--- config.mk ---
export PLATFORM = sky130hd
export DESIGN_NAME = pce_top
export DESIGN_NICKNAME = d
export VERILOG_FILES = /design/src/rtl/pce_pkg.sv /design/src/rtl/pce_ch_if.sv /design/src/rtl/pce_trig_detect.sv /design/src/rtl/pce_cmp_unit.sv /design/src/rtl/pce_top.sv
export VERILOG_INCLUDE_DIRS = /design/src /design/src/rtl
export SDC_FILE = /design/constraint.sdc
export NUM_CORES = 2
export LEC_CHECK = 0
export BUFFER_PORTS_ARGS = -buffer_cell sky130_fd_sc_hd__clkbuf_2
export CORE_UTILIZATION = 40
export CTS_CLUSTER_SIZE = 10
export DETAILED_ROUTE_END_ITERATION = 16
export PLACE_DENSITY = 0.67
export SYNTH_ARGS = -nofsm -noshare
export SYNTH_HDL_FRONTEND = slang
export SYNTH_SLANG_ARGS = --single-unit
--- constraint.sdc ---
create_clock -name sys_clk -period 3.7 [get_ports sys_clk]
set_input_delay 0.185 -clock sys_clk [delete_from_list [all_inputs] [get_ports sys_clk]]
set_output_delay 0.185 -clock sys_clk [all_outputs]
set_load 0.05 [all_outputs]
--- src/rtl/pce_defines.svh ---
`ifndef PCE_DEFINES_SVH
`define PCE_DEFINES_SVH

`define PCE_NUM_CMP 8
`define PCE_NUM_EVT 2
`define PCE_CNT_W 16
`define PCE_PER_W 4
`define PCE_FILT_LEN 3
`define PCE_TRG_OFF 2'h0
`define PCE_TRG_RESET 2'h1
`define PCE_TRG_START 2'h2
`define PCE_TRG_CBC 2'h3
`define PCE_CNT_RST 16'h0000
`define PCE_PER_RST 4'h0

`endif

--- src/rtl/pce_pkg.sv ---
package pce_pkg;
   typedef enum logic [1:0] {
      PCE_MODE_OFF = 2'h0,
      PCE_MODE_RESET = 2'h1,
      PCE_MODE_START = 2'h2,
      PCE_MODE_CBC = 2'h3
   } pce_trig_mode_t;

   typedef enum logic [2:0] {
      PCE_ST_RUN = 3'h1,
      PCE_ST_WAIT = 3'h2,
      PCE_ST_IDLE = 3'h4
   } pce_ch_state_t;
endpackage

--- src/rtl/pce_ch_if.sv ---
`timescale 1ns/10ps
interface pce_ch_if #(parameter int CW = 16);
   logic raw_trig;
   logic trig_event;
   logic trig_level;
   logic [1:0] mode;
   logic polarity;
   logic filter_en;
   modport owner (output raw_trig, output mode, output polarity, output filter_en,
      input trig_event, input trig_level);
   modport detect (input raw_trig, input mode, input polarity, input filter_en,
      output trig_event, output trig_level);
endinterface

--- src/rtl/pce_trig_detect.sv ---
`timescale 1ns/10ps
`include "pce_defines.svh"
module pce_trig_detect #(
   parameter int FILT_LEN = `PCE_FILT_LEN
) (
   input wire logic sys_clk,
   input wire logic rst,
   pce_ch_if.detect ch
);
   logic sync1_reg;
   logic sync2_reg;
   logic [FILT_LEN-1:0] hist_reg;
   logic filt_reg;
   logic prev_reg;
   logic lvl;

   // two-stage synchroniser; only the second stage feeds the filter
   always_ff @(posedge sys_clk) begin
      if (rst) begin
         sync1_reg <= 1'b0;
         sync2_reg <= 1'b0;
      end else begin
         sync1_reg <= ch.raw_trig;
         sync2_reg <= sync1_reg;
      end
   end

   // filter: level must be stable for FILT_LEN clocks before it moves
   always_ff @(posedge sys_clk) begin
      if (rst) begin
         hist_reg <= '0;
         filt_reg <= 1'b0;
      end else begin
         hist_reg <= {hist_reg[FILT_LEN-2:0], sync2_reg};
         if (&hist_reg)
            filt_reg <= 1'b1;
         else if (~|hist_reg)
            filt_reg <= 1'b0;
      end
   end

   assign lvl = ch.filter_en ? filt_reg : sync2_reg;

   always_ff @(posedge sys_clk) begin
      if (rst)
         prev_reg <= 1'b0;
      else
         prev_reg <= lvl;
   end

   // polarity 1 = rising edge / high level, 0 = falling / low
   assign ch.trig_event = ch.polarity ? (lvl & ~prev_reg) : (~lvl & prev_reg);
   assign ch.trig_level = ch.polarity ? lvl : ~lvl;
endmodule

--- src/rtl/pce_cmp_unit.sv ---
`timescale 1ns/10ps
`include "pce_defines.svh"
module pce_cmp_unit #(
   parameter int CW = `PCE_CNT_W,
   parameter int PW = `PCE_PER_W
) (
   input wire logic sys_clk,
   input wire logic rst,
   input wire logic [CW-1:0] ch0_counter,
   input wire logic ch0_counting_down,
   input wire logic ch0_center,
   input wire logic ch0_period_end,
   input wire logic ch0_running,
   input wire logic ch0_fault,
   input wire logic wr_value,
   input wire logic [CW-1:0] value_shadow,
   input wire logic dir_shadow,
   input wire logic wr_mode,
   input wire logic en_shadow,
   input wire logic [PW-1:0] slot_shadow,
   input wire logic [PW-1:0] pmax_shadow,
   input wire logic [PW-1:0] upd_shadow,
   output logic match,
   output logic update_evt,
   output logic [PW-1:0] period_count,
   output logic [PW-1:0] update_count
);
   logic [CW-1:0] compare_value_reg;
   logic compare_direction_select_reg;
   logic compare_unit_enable_reg;
   logic [PW-1:0] compare_trigger_slot_reg;
   logic [PW-1:0] compare_period_max_reg;
   logic [PW-1:0] compare_update_period_reg;
   logic [CW-1:0] pend_value_reg;
   logic pend_dir_reg;
   logic pend_en_reg;
   logic [PW-1:0] pend_slot_reg;
   logic [PW-1:0] pend_pmax_reg;
   logic [PW-1:0] pend_upd_reg;
   logic pend_valid_reg;
   logic apply_now;
   logic dir_ok;

   // mode write validates the pair; a value write alone waits for it
   always_ff @(posedge sys_clk) begin
      if (rst) begin
         pend_value_reg <= '0;
         pend_dir_reg <= 1'b0;
         pend_en_reg <= 1'b0;
         pend_slot_reg <= '0;
         pend_pmax_reg <= '0;
         pend_upd_reg <= '0;
         pend_valid_reg <= 1'b0;
      end else begin
         if (wr_value) begin
            pend_value_reg <= value_shadow;
            pend_dir_reg <= dir_shadow;
         end
         if (wr_mode) begin
            pend_en_reg <= en_shadow;
            pend_slot_reg <= slot_shadow;
            pend_pmax_reg <= pmax_shadow;
            pend_upd_reg <= upd_shadow;
            pend_valid_reg <= 1'b1;
         end else if (apply_now) begin
            pend_valid_reg <= 1'b0;
         end
      end
   end

   // stopped channel: apply at once; running: at end of update period
   assign apply_now = pend_valid_reg & (~ch0_running |
      (ch0_period_end & (update_count == compare_update_period_reg)));

   always_ff @(posedge sys_clk) begin
      if (rst) begin
         compare_value_reg <= '0;
         compare_direction_select_reg <= 1'b0;
         compare_unit_enable_reg <= 1'b0;
         compare_trigger_slot_reg <= '0;
         compare_period_max_reg <= '0;
         compare_update_period_reg <= '0;
      end else if (apply_now) begin
         compare_value_reg <= pend_value_reg;
         compare_direction_select_reg <= pend_dir_reg;
         compare_unit_enable_reg <= pend_en_reg;
         compare_trigger_slot_reg <= pend_slot_reg;
         compare_period_max_reg <= pend_pmax_reg;
         compare_update_period_reg <= pend_upd_reg;
      end
   end

   always_ff @(posedge sys_clk) begin
      if (rst)
         period_count <= `PCE_PER_RST;
      else if (ch0_period_end)
         period_count <= (period_count >= compare_period_max_reg) ? '0 : period_count + 1'b1;
   end

   always_ff @(posedge sys_clk) begin
      if (rst)
         update_count <= `PCE_PER_RST;
      else if (ch0_period_end)
         update_count <= (update_count >= compare_update_period_reg) ? '0 : update_count + 1'b1;
   end

   assign dir_ok = ~ch0_center | (compare_direction_select_reg == ch0_counting_down);

   // slot and max both zero: count stays zero, so every period compares
   always_ff @(posedge sys_clk) begin
      if (rst) begin
         match <= 1'b0;
         update_evt <= 1'b0;
      end else begin
         match <= compare_unit_enable_reg & ~ch0_fault & dir_ok & ch0_running
            & (ch0_counter == compare_value_reg)
            & (period_count == compare_trigger_slot_reg);
         update_evt <= apply_now & ch0_running;
      end
   end
endmodule

--- src/rtl/pce_top.sv ---
// Behaviour
// - eight compare units watch channel-0 counter
// - match needs enable and equal counter
// - direction bit picks up/down when centered
// - channel-0 fault blocks all matches
// - compare only when period count equals slot
// - slot and max zero: every period
// - shadow writes applied once a mode write arrives, at update period end, or at once while channel 0 is stopped
// - match/update flags, enable mask, read clears
// - two event lines pulse on selected match
// - source bit: pin or analog comparator
// - filter bit filters selected trigger source
// - capture larger counter on trigger; read clears
// - mode 0 off, 1 reset, 2 start, 3 duty
// - reset mode: edge clears counter, restarts cycle
// - reset mode: period end also restarts
// - start mode: wait period end and level
// - duty mode keeps programmed period
// - duty mode: early trigger forces output inactive
// - duty mode edge chosen by polarity bit
// - ready flag may follow selected compare match
`timescale 1ns/10ps
`include "pce_defines.svh"
module pce_top #(
   parameter int NCMP = `PCE_NUM_CMP,
   parameter int CW = `PCE_CNT_W,
   parameter int PW = `PCE_PER_W
) (
   input wire logic sys_clk,
   input wire logic rst,
   input wire logic [CW-1:0] ch0_counter,
   input wire logic ch0_counting_down,
   input wire logic alignment_select,
   input wire logic ch0_period_end,
   input wire logic ch0_running,
   input wire logic ch0_fault,
   input wire logic [NCMP-1:0] wr_value,
   input wire logic [NCMP*CW-1:0] compare_value_shadow,
   input wire logic [NCMP-1:0] compare_direction_shadow,
   input wire logic [NCMP-1:0] wr_mode,
   input wire logic [NCMP-1:0] compare_unit_enable_shadow,
   input wire logic [NCMP*PW-1:0] compare_trigger_slot_shadow,
   input wire logic [NCMP*PW-1:0] compare_period_max_shadow,
   input wire logic [NCMP*PW-1:0] compare_update_period_shadow,
   input wire logic [2*NCMP-1:0] event_compare_select,
   input wire logic [2*NCMP-1:0] irq_enable_set,
   input wire logic [2*NCMP-1:0] irq_enable_clear,
   input wire logic status_read,
   input wire logic ready_trigger_mode,
   input wire logic [2:0] ready_trigger_compare_select,
   input wire logic update_period_end,
   input wire logic ready_read,
   input wire logic [1:0] ext_trigger_input,
   input wire logic [1:0] analog_cmp_out,
   input wire logic [1:0] trigger_source_select,
   input wire logic [1:0] trigger_filter_enable,
   input wire logic [3:0] trigger_mode_select,
   input wire logic [1:0] trigger_polarity_select,
   input wire logic [1:0] trigger_reg_read,
   input wire logic [2*CW-1:0] period_value,
   input wire logic [2*CW-1:0] duty_value,
   output logic [2*CW-1:0] ch_counter,
   output logic [1:0] ch_output_active,
   output logic [2*CW-1:0] max_counter_capture,
   output logic [2*NCMP-1:0] cmp_status,
   output logic [2*NCMP-1:0] irq_enabled,
   output logic irq,
   output logic [1:0] event_line,
   output logic write_ready_flag,
   output logic dma_request,
   output logic [NCMP*PW-1:0] compare_period_count,
   output logic [NCMP*PW-1:0] compare_update_count
);
   logic [NCMP-1:0] match;
   logic [NCMP-1:0] upd_evt;
   logic [2*NCMP-1:0] evt_all;
   logic ready_src;

   // compare units
   genvar gi;
   generate
      for (gi = 0; gi < NCMP; gi++) begin : g_cmp
         pce_cmp_unit #(.CW(CW), .PW(PW)) u_cmp (
            .sys_clk(sys_clk),
            .rst(rst),
            .ch0_counter(ch0_counter),
            .ch0_counting_down(ch0_counting_down),
            .ch0_center(alignment_select),
            .ch0_period_end(ch0_period_end),
            .ch0_running(ch0_running),
            .ch0_fault(ch0_fault),
            .wr_value(wr_value[gi]),
            .value_shadow(compare_value_shadow[gi*CW +: CW]),
            .dir_shadow(compare_direction_shadow[gi]),
            .wr_mode(wr_mode[gi]),
            .en_shadow(compare_unit_enable_shadow[gi]),
            .slot_shadow(compare_trigger_slot_shadow[gi*PW +: PW]),
            .pmax_shadow(compare_period_max_shadow[gi*PW +: PW]),
            .upd_shadow(compare_update_period_shadow[gi*PW +: PW]),
            .match(match[gi]),
            .update_evt(upd_evt[gi]),
            .period_count(compare_period_count[gi*PW +: PW]),
            .update_count(compare_update_count[gi*PW +: PW])
         );
      end
   endgenerate

   assign evt_all = {upd_evt, match};

   // flags: set wins over the read-clear
   always_ff @(posedge sys_clk) begin
      if (rst)
         cmp_status <= '0;
      else if (status_read)
         cmp_status <= evt_all;
      else
         cmp_status <= cmp_status | evt_all;
   end

   always_ff @(posedge sys_clk) begin
      if (rst)
         irq_enabled <= '0;
      else
         irq_enabled <= (irq_enabled | irq_enable_set) & ~irq_enable_clear;
   end

   // irq is one cycle behind the flags, kept registered
   always_ff @(posedge sys_clk) begin
      if (rst)
         irq <= 1'b0;
      else
         irq <= |(cmp_status & irq_enabled);
   end

   // event lines, one clock per match cycle
   generate
      for (gi = 0; gi < 2; gi++) begin : g_evt
         always_ff @(posedge sys_clk) begin
            if (rst)
               event_line[gi] <= 1'b0;
            else
               event_line[gi] <= |(match & event_compare_select[gi*NCMP +: NCMP]);
         end
      end
   endgenerate

   assign ready_src = ready_trigger_mode ? match[ready_trigger_compare_select] : update_period_end;

   always_ff @(posedge sys_clk) begin
      if (rst) begin
         write_ready_flag <= 1'b0;
         dma_request <= 1'b0;
      end else begin
         dma_request <= ready_src;
         if (ready_src)
            write_ready_flag <= 1'b1;
         else if (ready_read)
            write_ready_flag <= 1'b0;
      end
   end

   // external-trigger channels 1 and 2 (index 0 and 1 here)
   generate
      for (gi = 0; gi < 2; gi++) begin : g_ch
         pce_ch_if #(.CW(CW)) chi ();
         pce_pkg::pce_ch_state_t st_reg;
         logic [CW-1:0] cnt;
         logic [CW-1:0] prd;
         logic [CW-1:0] dty;
         logic at_end;
         logic ev;

         assign chi.raw_trig = trigger_source_select[gi] ? analog_cmp_out[gi] : ext_trigger_input[gi];
         assign chi.mode = trigger_mode_select[gi*2 +: 2];
         assign chi.polarity = trigger_polarity_select[gi];
         assign chi.filter_en = trigger_filter_enable[gi];

         pce_trig_detect u_det (
            .sys_clk(sys_clk),
            .rst(rst),
            .ch(chi.detect)
         );

         assign cnt = ch_counter[gi*CW +: CW];
         assign prd = period_value[gi*CW +: CW];
         assign dty = duty_value[gi*CW +: CW];
         assign at_end = (cnt >= prd);
         assign ev = chi.trig_event & (chi.mode != `PCE_TRG_OFF);

         always_ff @(posedge sys_clk) begin
            if (rst) begin
               st_reg <= pce_pkg::PCE_ST_RUN;
               ch_counter[gi*CW +: CW] <= `PCE_CNT_RST;
            end else begin
               unique case (st_reg)
                  pce_pkg::PCE_ST_RUN: begin
                     if (chi.mode == `PCE_TRG_RESET && ev)
                        ch_counter[gi*CW +: CW] <= '0;
                     else if (at_end && chi.mode == `PCE_TRG_START && !chi.trig_level) begin
                        st_reg <= pce_pkg::PCE_ST_WAIT;
                     end else if (at_end)
                        ch_counter[gi*CW +: CW] <= '0;
                     else
                        ch_counter[gi*CW +: CW] <= cnt + 1'b1;
                  end
                  pce_pkg::PCE_ST_WAIT: begin
                     if (chi.mode != `PCE_TRG_START || chi.trig_level) begin
                        ch_counter[gi*CW +: CW] <= '0;
                        st_reg <= pce_pkg::PCE_ST_RUN;
                     end
                  end
                  default: st_reg <= pce_pkg::PCE_ST_RUN;
               endcase
            end
         end

         // output active below duty; an early duty-mode trigger ends it
         always_ff @(posedge sys_clk) begin
            if (rst)
               ch_output_active[gi] <= 1'b0;
            // a new cycle starts active; start mode stays off until its level arrives
            else if (st_reg == pce_pkg::PCE_ST_WAIT || at_end || (chi.mode == `PCE_TRG_RESET && ev))
               ch_output_active[gi] <= chi.mode != `PCE_TRG_START || chi.trig_level;
            else if (chi.mode == `PCE_TRG_CBC && ev && cnt < dty)
               ch_output_active[gi] <= 1'b0;
            else if (cnt + 1'b1 >= dty)
               ch_output_active[gi] <= 1'b0;
         end

         // capture wins over the read-clear so an event is not lost
         always_ff @(posedge sys_clk) begin
            if (rst)
               max_counter_capture[gi*CW +: CW] <= `PCE_CNT_RST;
            else if (ev && (trigger_reg_read[gi] || cnt > max_counter_capture[gi*CW +: CW]))
               max_counter_capture[gi*CW +: CW] <= cnt;
            else if (trigger_reg_read[gi])
               max_counter_capture[gi*CW +: CW] <= '0;
         end
      end
   endgenerate
endmodule

# ---- After elaboration in Yosys (flattened, before gate mapping)
# Index checks and enable logic that the tools add are counted.
dict set report word_totals {
  reg_bits 691
  inputBits 414
}
dict set report classes {
  add_sub_neg 18
  n_lt_le_gt_ge 25
  eq_ne 54
  n_mux 78
  bitwise 100
  n_reduce_logical 50
}
# operator count
set op_table {}
lappend op_table {{2-to-1 mux 16 bit} 13}
lappend op_table {{equality test 16 bit} 8}
lappend op_table {{AND 1 bit} 70}
lappend op_table {{adder 4 x 1 -> 4 bit, second input constant} 16}
lappend op_table {{equality test 4 bit} 16}
lappend op_table {{>= comparator 16 bit} 4}
lappend op_table {{>= comparator 4 bit} 16}
lappend op_table {{2-to-1 mux 4 bit} 16}
lappend op_table {{one-hot mux 16 bit (2 select lines)} 2}
lappend op_table {{2-to-1 mux 1 bit} 38}
lappend op_table {{adder 16 x 1 -> 16 bit, second input constant} 2}
lappend op_table {{AND 16 bit} 2}
lappend op_table {{> comparator 16 bit} 2}
lappend op_table {{less-than comparator 16 bit} 2}
lappend op_table {{OR 16 bit} 2}
lappend op_table {{nonzero test 2 bit} 15}
lappend op_table {{2-to-1 mux 3 bit} 6}
lappend op_table {{AND reduction 3 bit} 6}
lappend op_table {{AND 8 bit} 2}
lappend op_table {{NOT 16 bit} 1}
lappend op_table {{OR 1 bit} 16}
lappend op_table {{OR reduction 16 bit} 1}
lappend op_table {{OR reduction 8 bit} 2}
lappend op_table {{!= test 2 bit, second input constant} 7}
lappend op_table {{16 further kinds} 60}

# ---- Logic depth before layout (Yosys ltp)
dict set report logic_depth {
  depth_word 9
  mapped_depth 14
  mapped_depth_nobuf 13
}

# ---- By module
# Synthesis repeated with hierarchy kept, for this count alone.
dict set report unflattened {
  hier_cells 3744
  hier_area_um2 33120.5
}
# module n_inst cells_each area_per_inst_um2
set by_module_without_submodules {}
lappend by_module_without_submodules {pce_cmp_unit 8 342 3106.7}
lappend by_module_without_submodules {pce_top 1 966 7783.7}
lappend by_module_without_submodules {pce_trig_detect 2 21 241.5}

# ---- Least setup slack after synthesis
# Ideal clock, no wire load.
dict set report synth_path {
  path_kind {reg-to-reg}
  start {register ch_counter[2] (netlist: g_ch[0].cnt[2])}
  end {register ch_output_active[0]}
  setup_ps 74
  t_arrival_ps 3067
  setup_slack_ps 558
  stages_incl_launch_ff 14
  n_path_buf 1
  cell_sequence {dfxtp_1 > clkbuf_1 > nand3_1 > nor2_1 > and3_1 > nand3_1 > xnor2_1 > ha_1 > a21o_1 > a21o_1 > a21oi_1 > o221ai_1 > a31o_2 > o21ai_0}
}
dict set report synth_via {
  elab_chain_cells 4
  word_cells_on_any_way 10
  classes_between {add/sub (1); order compare (3); mux (2); reduce/logical (4)}
}
# item line_no
set synth_lines {}
lappend synth_lines {{start: declaration} pce_top.sv:62} ;# output logic [2*CW-1:0] ch_counter,
lappend synth_lines {{start signal: indexed assignment} pce_top.sv:193} ;# ch_counter[gi*CW +: CW] <= `PCE_CNT_RST;
lappend synth_lines {{start signal: indexed assignment} pce_top.sv:204} ;# ch_counter[gi*CW +: CW] <= cnt + 1'b1;
lappend synth_lines {{parallel branches: the longest is 4 deep, another holds adder 16 x 1 -> 16 bit} n/a}
lappend synth_lines {{end signal: indexed assignment} pce_top.sv:223} ;# ch_output_active[gi] <= chi.mode != `PCE_TRG_START || chi.trig_level;
lappend synth_lines {{end: declaration} pce_top.sv:63} ;# output logic [1:0] ch_output_active,
# Several ways; the timed one is not identified.
# A chain may end at the register's enable or synchronous reset.

# ---- Worst setup path after layout
dict set report layout_path {
  start {register ch_counter[1] (netlist: g_ch[0].cnt[1])}
  end {register ch_output_active[0]}
}
# The elaborated chain is that of the path after synthesis.

==> results.txt <==
Core region area -> 77,700 um^2
Total Wirelength -> 104 mm
Rows -> 102
RSZ-0062 raised after global routing -> no
Pin count of the biggest net entering global routing -> 159
CTS H-tree lvls -> 3
Initial DRC Count -> 1,660
Final min period -> 3.03 ns
WS Path Type -> reg -> reg
First-pass GRT wire length -> 154 mm
DR DRC count -> 0
Post-Syn Area -> 31,500 um^2
Total GRT Usage -> 0.252
Top-level I/O count -> 581
Worst reg2reg startpoint -> g_ch[0].cnt[1]
Number of CTS-inserted buffers -> 82
Routed Antenna Nets -> 0
Number of fill cells -> 7,102
Startpoint types -> register
Hold buffer count at cts -> 293
Leakage power -> 18.0 nW
# nets final -> 5,030
DRT Pass-1 Iters -> 6
Power Dens Cells -> 423 nW/um^2
Initial Util -> 0.405
Drt via density -> 5.07
Type of destination of the critical path -> register
Root buffer cell -> clkbuf_16
Worst Hold Class -> in -> reg
Post-synth EDFFs -> 0
Period utilization -> 0.819
Pins Over Slew Limit -> 0
Hold_sp -> trigger_filter_enable[1]
Die width -> 283 um
GR Overflow Total -> 0
WP data arrival -> 3.58 ns
Syn_area_per_cell -> 8.73 um^2
Area after DPL -> 35,300 um^2
Seq/Total Area, Yosys -> 0.438
Max clock buf depth -> 3
Max_cap viols -> 0
Clk_skew -> 0.0336 ns
Clock slew at reported path FFs -> 0.06 ns
CTS resizes -> 0
Mapped Nets -> 4,228
Final setup viols -> 0
Register area -> 13,800 um^2
FMAX -> 330 MHz
Synth unique cells -> 72
Slew headroom -> 0.250
DIE AREA -> 79,800 um^2
Clock sink count -> 689
Seq cells post-synth -> 689
Overall die height -> 283 um
Place WS -> 0.680 ns
Ys flop type -> dfxtp_1
Antenna violations before repair -> 28
Slack of the critical path -> 0.671 ns
Status -> finished clean
IO Port Bufs -> 580
Cells after Synth -> 3,604
FFs w/ async S/R, synth -> 0
Vias -> 27,800
Dpl hpwl -> 72.0 mm
Via count of the first global-routing pass -> 26,700
Setup TNS -> 0 ns
Gpl congestion -> 0.880
Req. time, crit path -> 4.25 ns
Peak VDD IR -> 323 uV
CTS tree -> yes
Hold Slack -> 0.0580 ns
Crit-path max FO -> 9
Ratio of cells with drive above 1 in the final layout -> 0.168
Setup Buffers After CTS -> 0
Actual slew at the worst max-slew pin -> 1.12 ns
Final Instance Area -> 40,600 um^2
Area delta synth->final -> 29.1%
Yosys warns -> 0
CP Launch Point -> g_ch[0].cnt[1]
Final Hold Fails -> 0
Routed WL per cell -> 18.9 um
Insertion delay of the later-clocked pin in the worst-skew pair -> 0.63 ns
Multi-input gate area -> 16,200 um^2
[worst max-delay path, stage by stage (launching register included)]
cell	delay (ns)
dfxtp_1	0.52
ha_1	0.32
nand2_1	0.11
nor2_1	0.45
xor2_1	0.22
ha_1	0.28
a21o_1	0.17
a21oi_1	0.18
a211o_1	0.14
a31oi_1	0.04
or4_1	0.39
o21ai_0	0.14
[cells in the mapped netlist (30+ instances only)]
cell type,count,area (um^2)
a21oi_1,381,1910
and2_1,36,225
mux2i_1,245,2450
ha_1,210,2630
nand3_1,76,380
o21ai_0,47,235
nor2_1,327,1230
nand2_1,562,2110
nand4_1,55,344
xnor2_1,128,1120
xor2_1,101,885
clkbuf_1,171,642
nor3_1,30,150
a21o_1,55,413
a22o_1,35,307
inv_1,194,728
nand2b_1,63,394
dfxtp_1,689,13800
[final timing paths]
| path | endpoint | slack, ns | cells after the start |
|---|---|---|---|
| max | ch_output_active[0] | 0.67 | 11 |
| min | g_ch[1].u_det.prev_reg | 0.06 | 3 |
| max reg2reg | ch_output_active[0] | 0.67 | 11 |
| min reg2reg | g_ch[1].u_det.sync2_reg | 0.44 | 1 |
[power breakdown]
part           internal, mW  switching, mW  total (mW)
registers              7.68          0.173        7.85
clock network          4.25           3.21        7.46
logic                 0.812           1.05        1.87
total                  12.7           4.44        17.2
[per-stage QoR]
step                       util  instances  power, mW
final                     0.523       5484       17.2
after global routing      0.523       5482       17.8
after CTS                 0.523       5472       17.3
after detailed placement  0.454       5069       9.60
after global placement    0.454       5069       9.58
after floorplan               -       3604       8.97
[cells in the final DEF (no fill, tap or decap), types with 10 or more instances in the layout]
| cell | netlist | layout |
|---|---|---|
| clkbuf_1 | 171 | 12 |
| a22oi_1 | 10 | 10 |
| nand2b_1 | 63 | 63 |
| and3_1 | 11 | 11 |
| nor4_1 | 25 | 25 |
| mux2i_1 | 245 | 245 |
| o21ai_0 | 47 | 47 |
| and2_1 | 36 | 36 |
| nor2b_1 | 27 | 27 |
| buf_4 | 1 | 39 |
| clkbuf_16 | 0 | 82 |
| a21o_1 | 55 | 55 |
| xnor2_1 | 128 | 128 |
| clkbuf_2 | 0 | 578 |
| nand2_1 | 562 | 562 |
| ha_1 | 210 | 210 |
| xor2_1 | 101 | 101 |
| dlygate4sd3_1 | 0 | 293 |
| nor3_1 | 30 | 30 |
| a21oi_1 | 381 | 381 |
| nand3_1 | 76 | 76 |
| inv_1 | 194 | 194 |
| a22o_1 | 35 | 35 |
| diode_2 | 0 | 12 |
| dfxtp_1 | 689 | 689 |
| nand4_1 | 55 | 55 |
| nor2_1 | 327 | 327 |
[cell families after synthesis]
kind of cell	share of synthesized area
adders and majority gates	0.0835
muxes	0.0806
AOI/OAI and AO/OA	0.114
xor gates and xnor gates	0.0637
DFF	0.438
and+or+nand+nor	0.173
buffers and inverters	0.0473
[cell type report]
| class | instances | share of cell area |
|---|---|---|
| Inverter | 194 | 0.0179 |
| Multi-Input combinational cell | 2525 | 0.399 |
| Tap cell | 1040 | 0.0320 |
| Timing Repair Buffer | 914 | 0.152 |
| Clock buffer | 101 | 0.0540 |
| Antenna cell | 12 | 0.000739 |
| Sequential cell | 689 | 0.339 |
| Clock inverter | 9 | 0.00502 |
[layer usage]
layer	global-route usage	up-vias	share of wire
li1	-	13700	-
met5	0	-	0.0017
met4	0.119	26	0.044
met2	0.413	840	0.46
met1	0.314	13000	0.43
met3	0.0548	248	0.067
No activity file was read; power rests on OpenSTA's default activity.
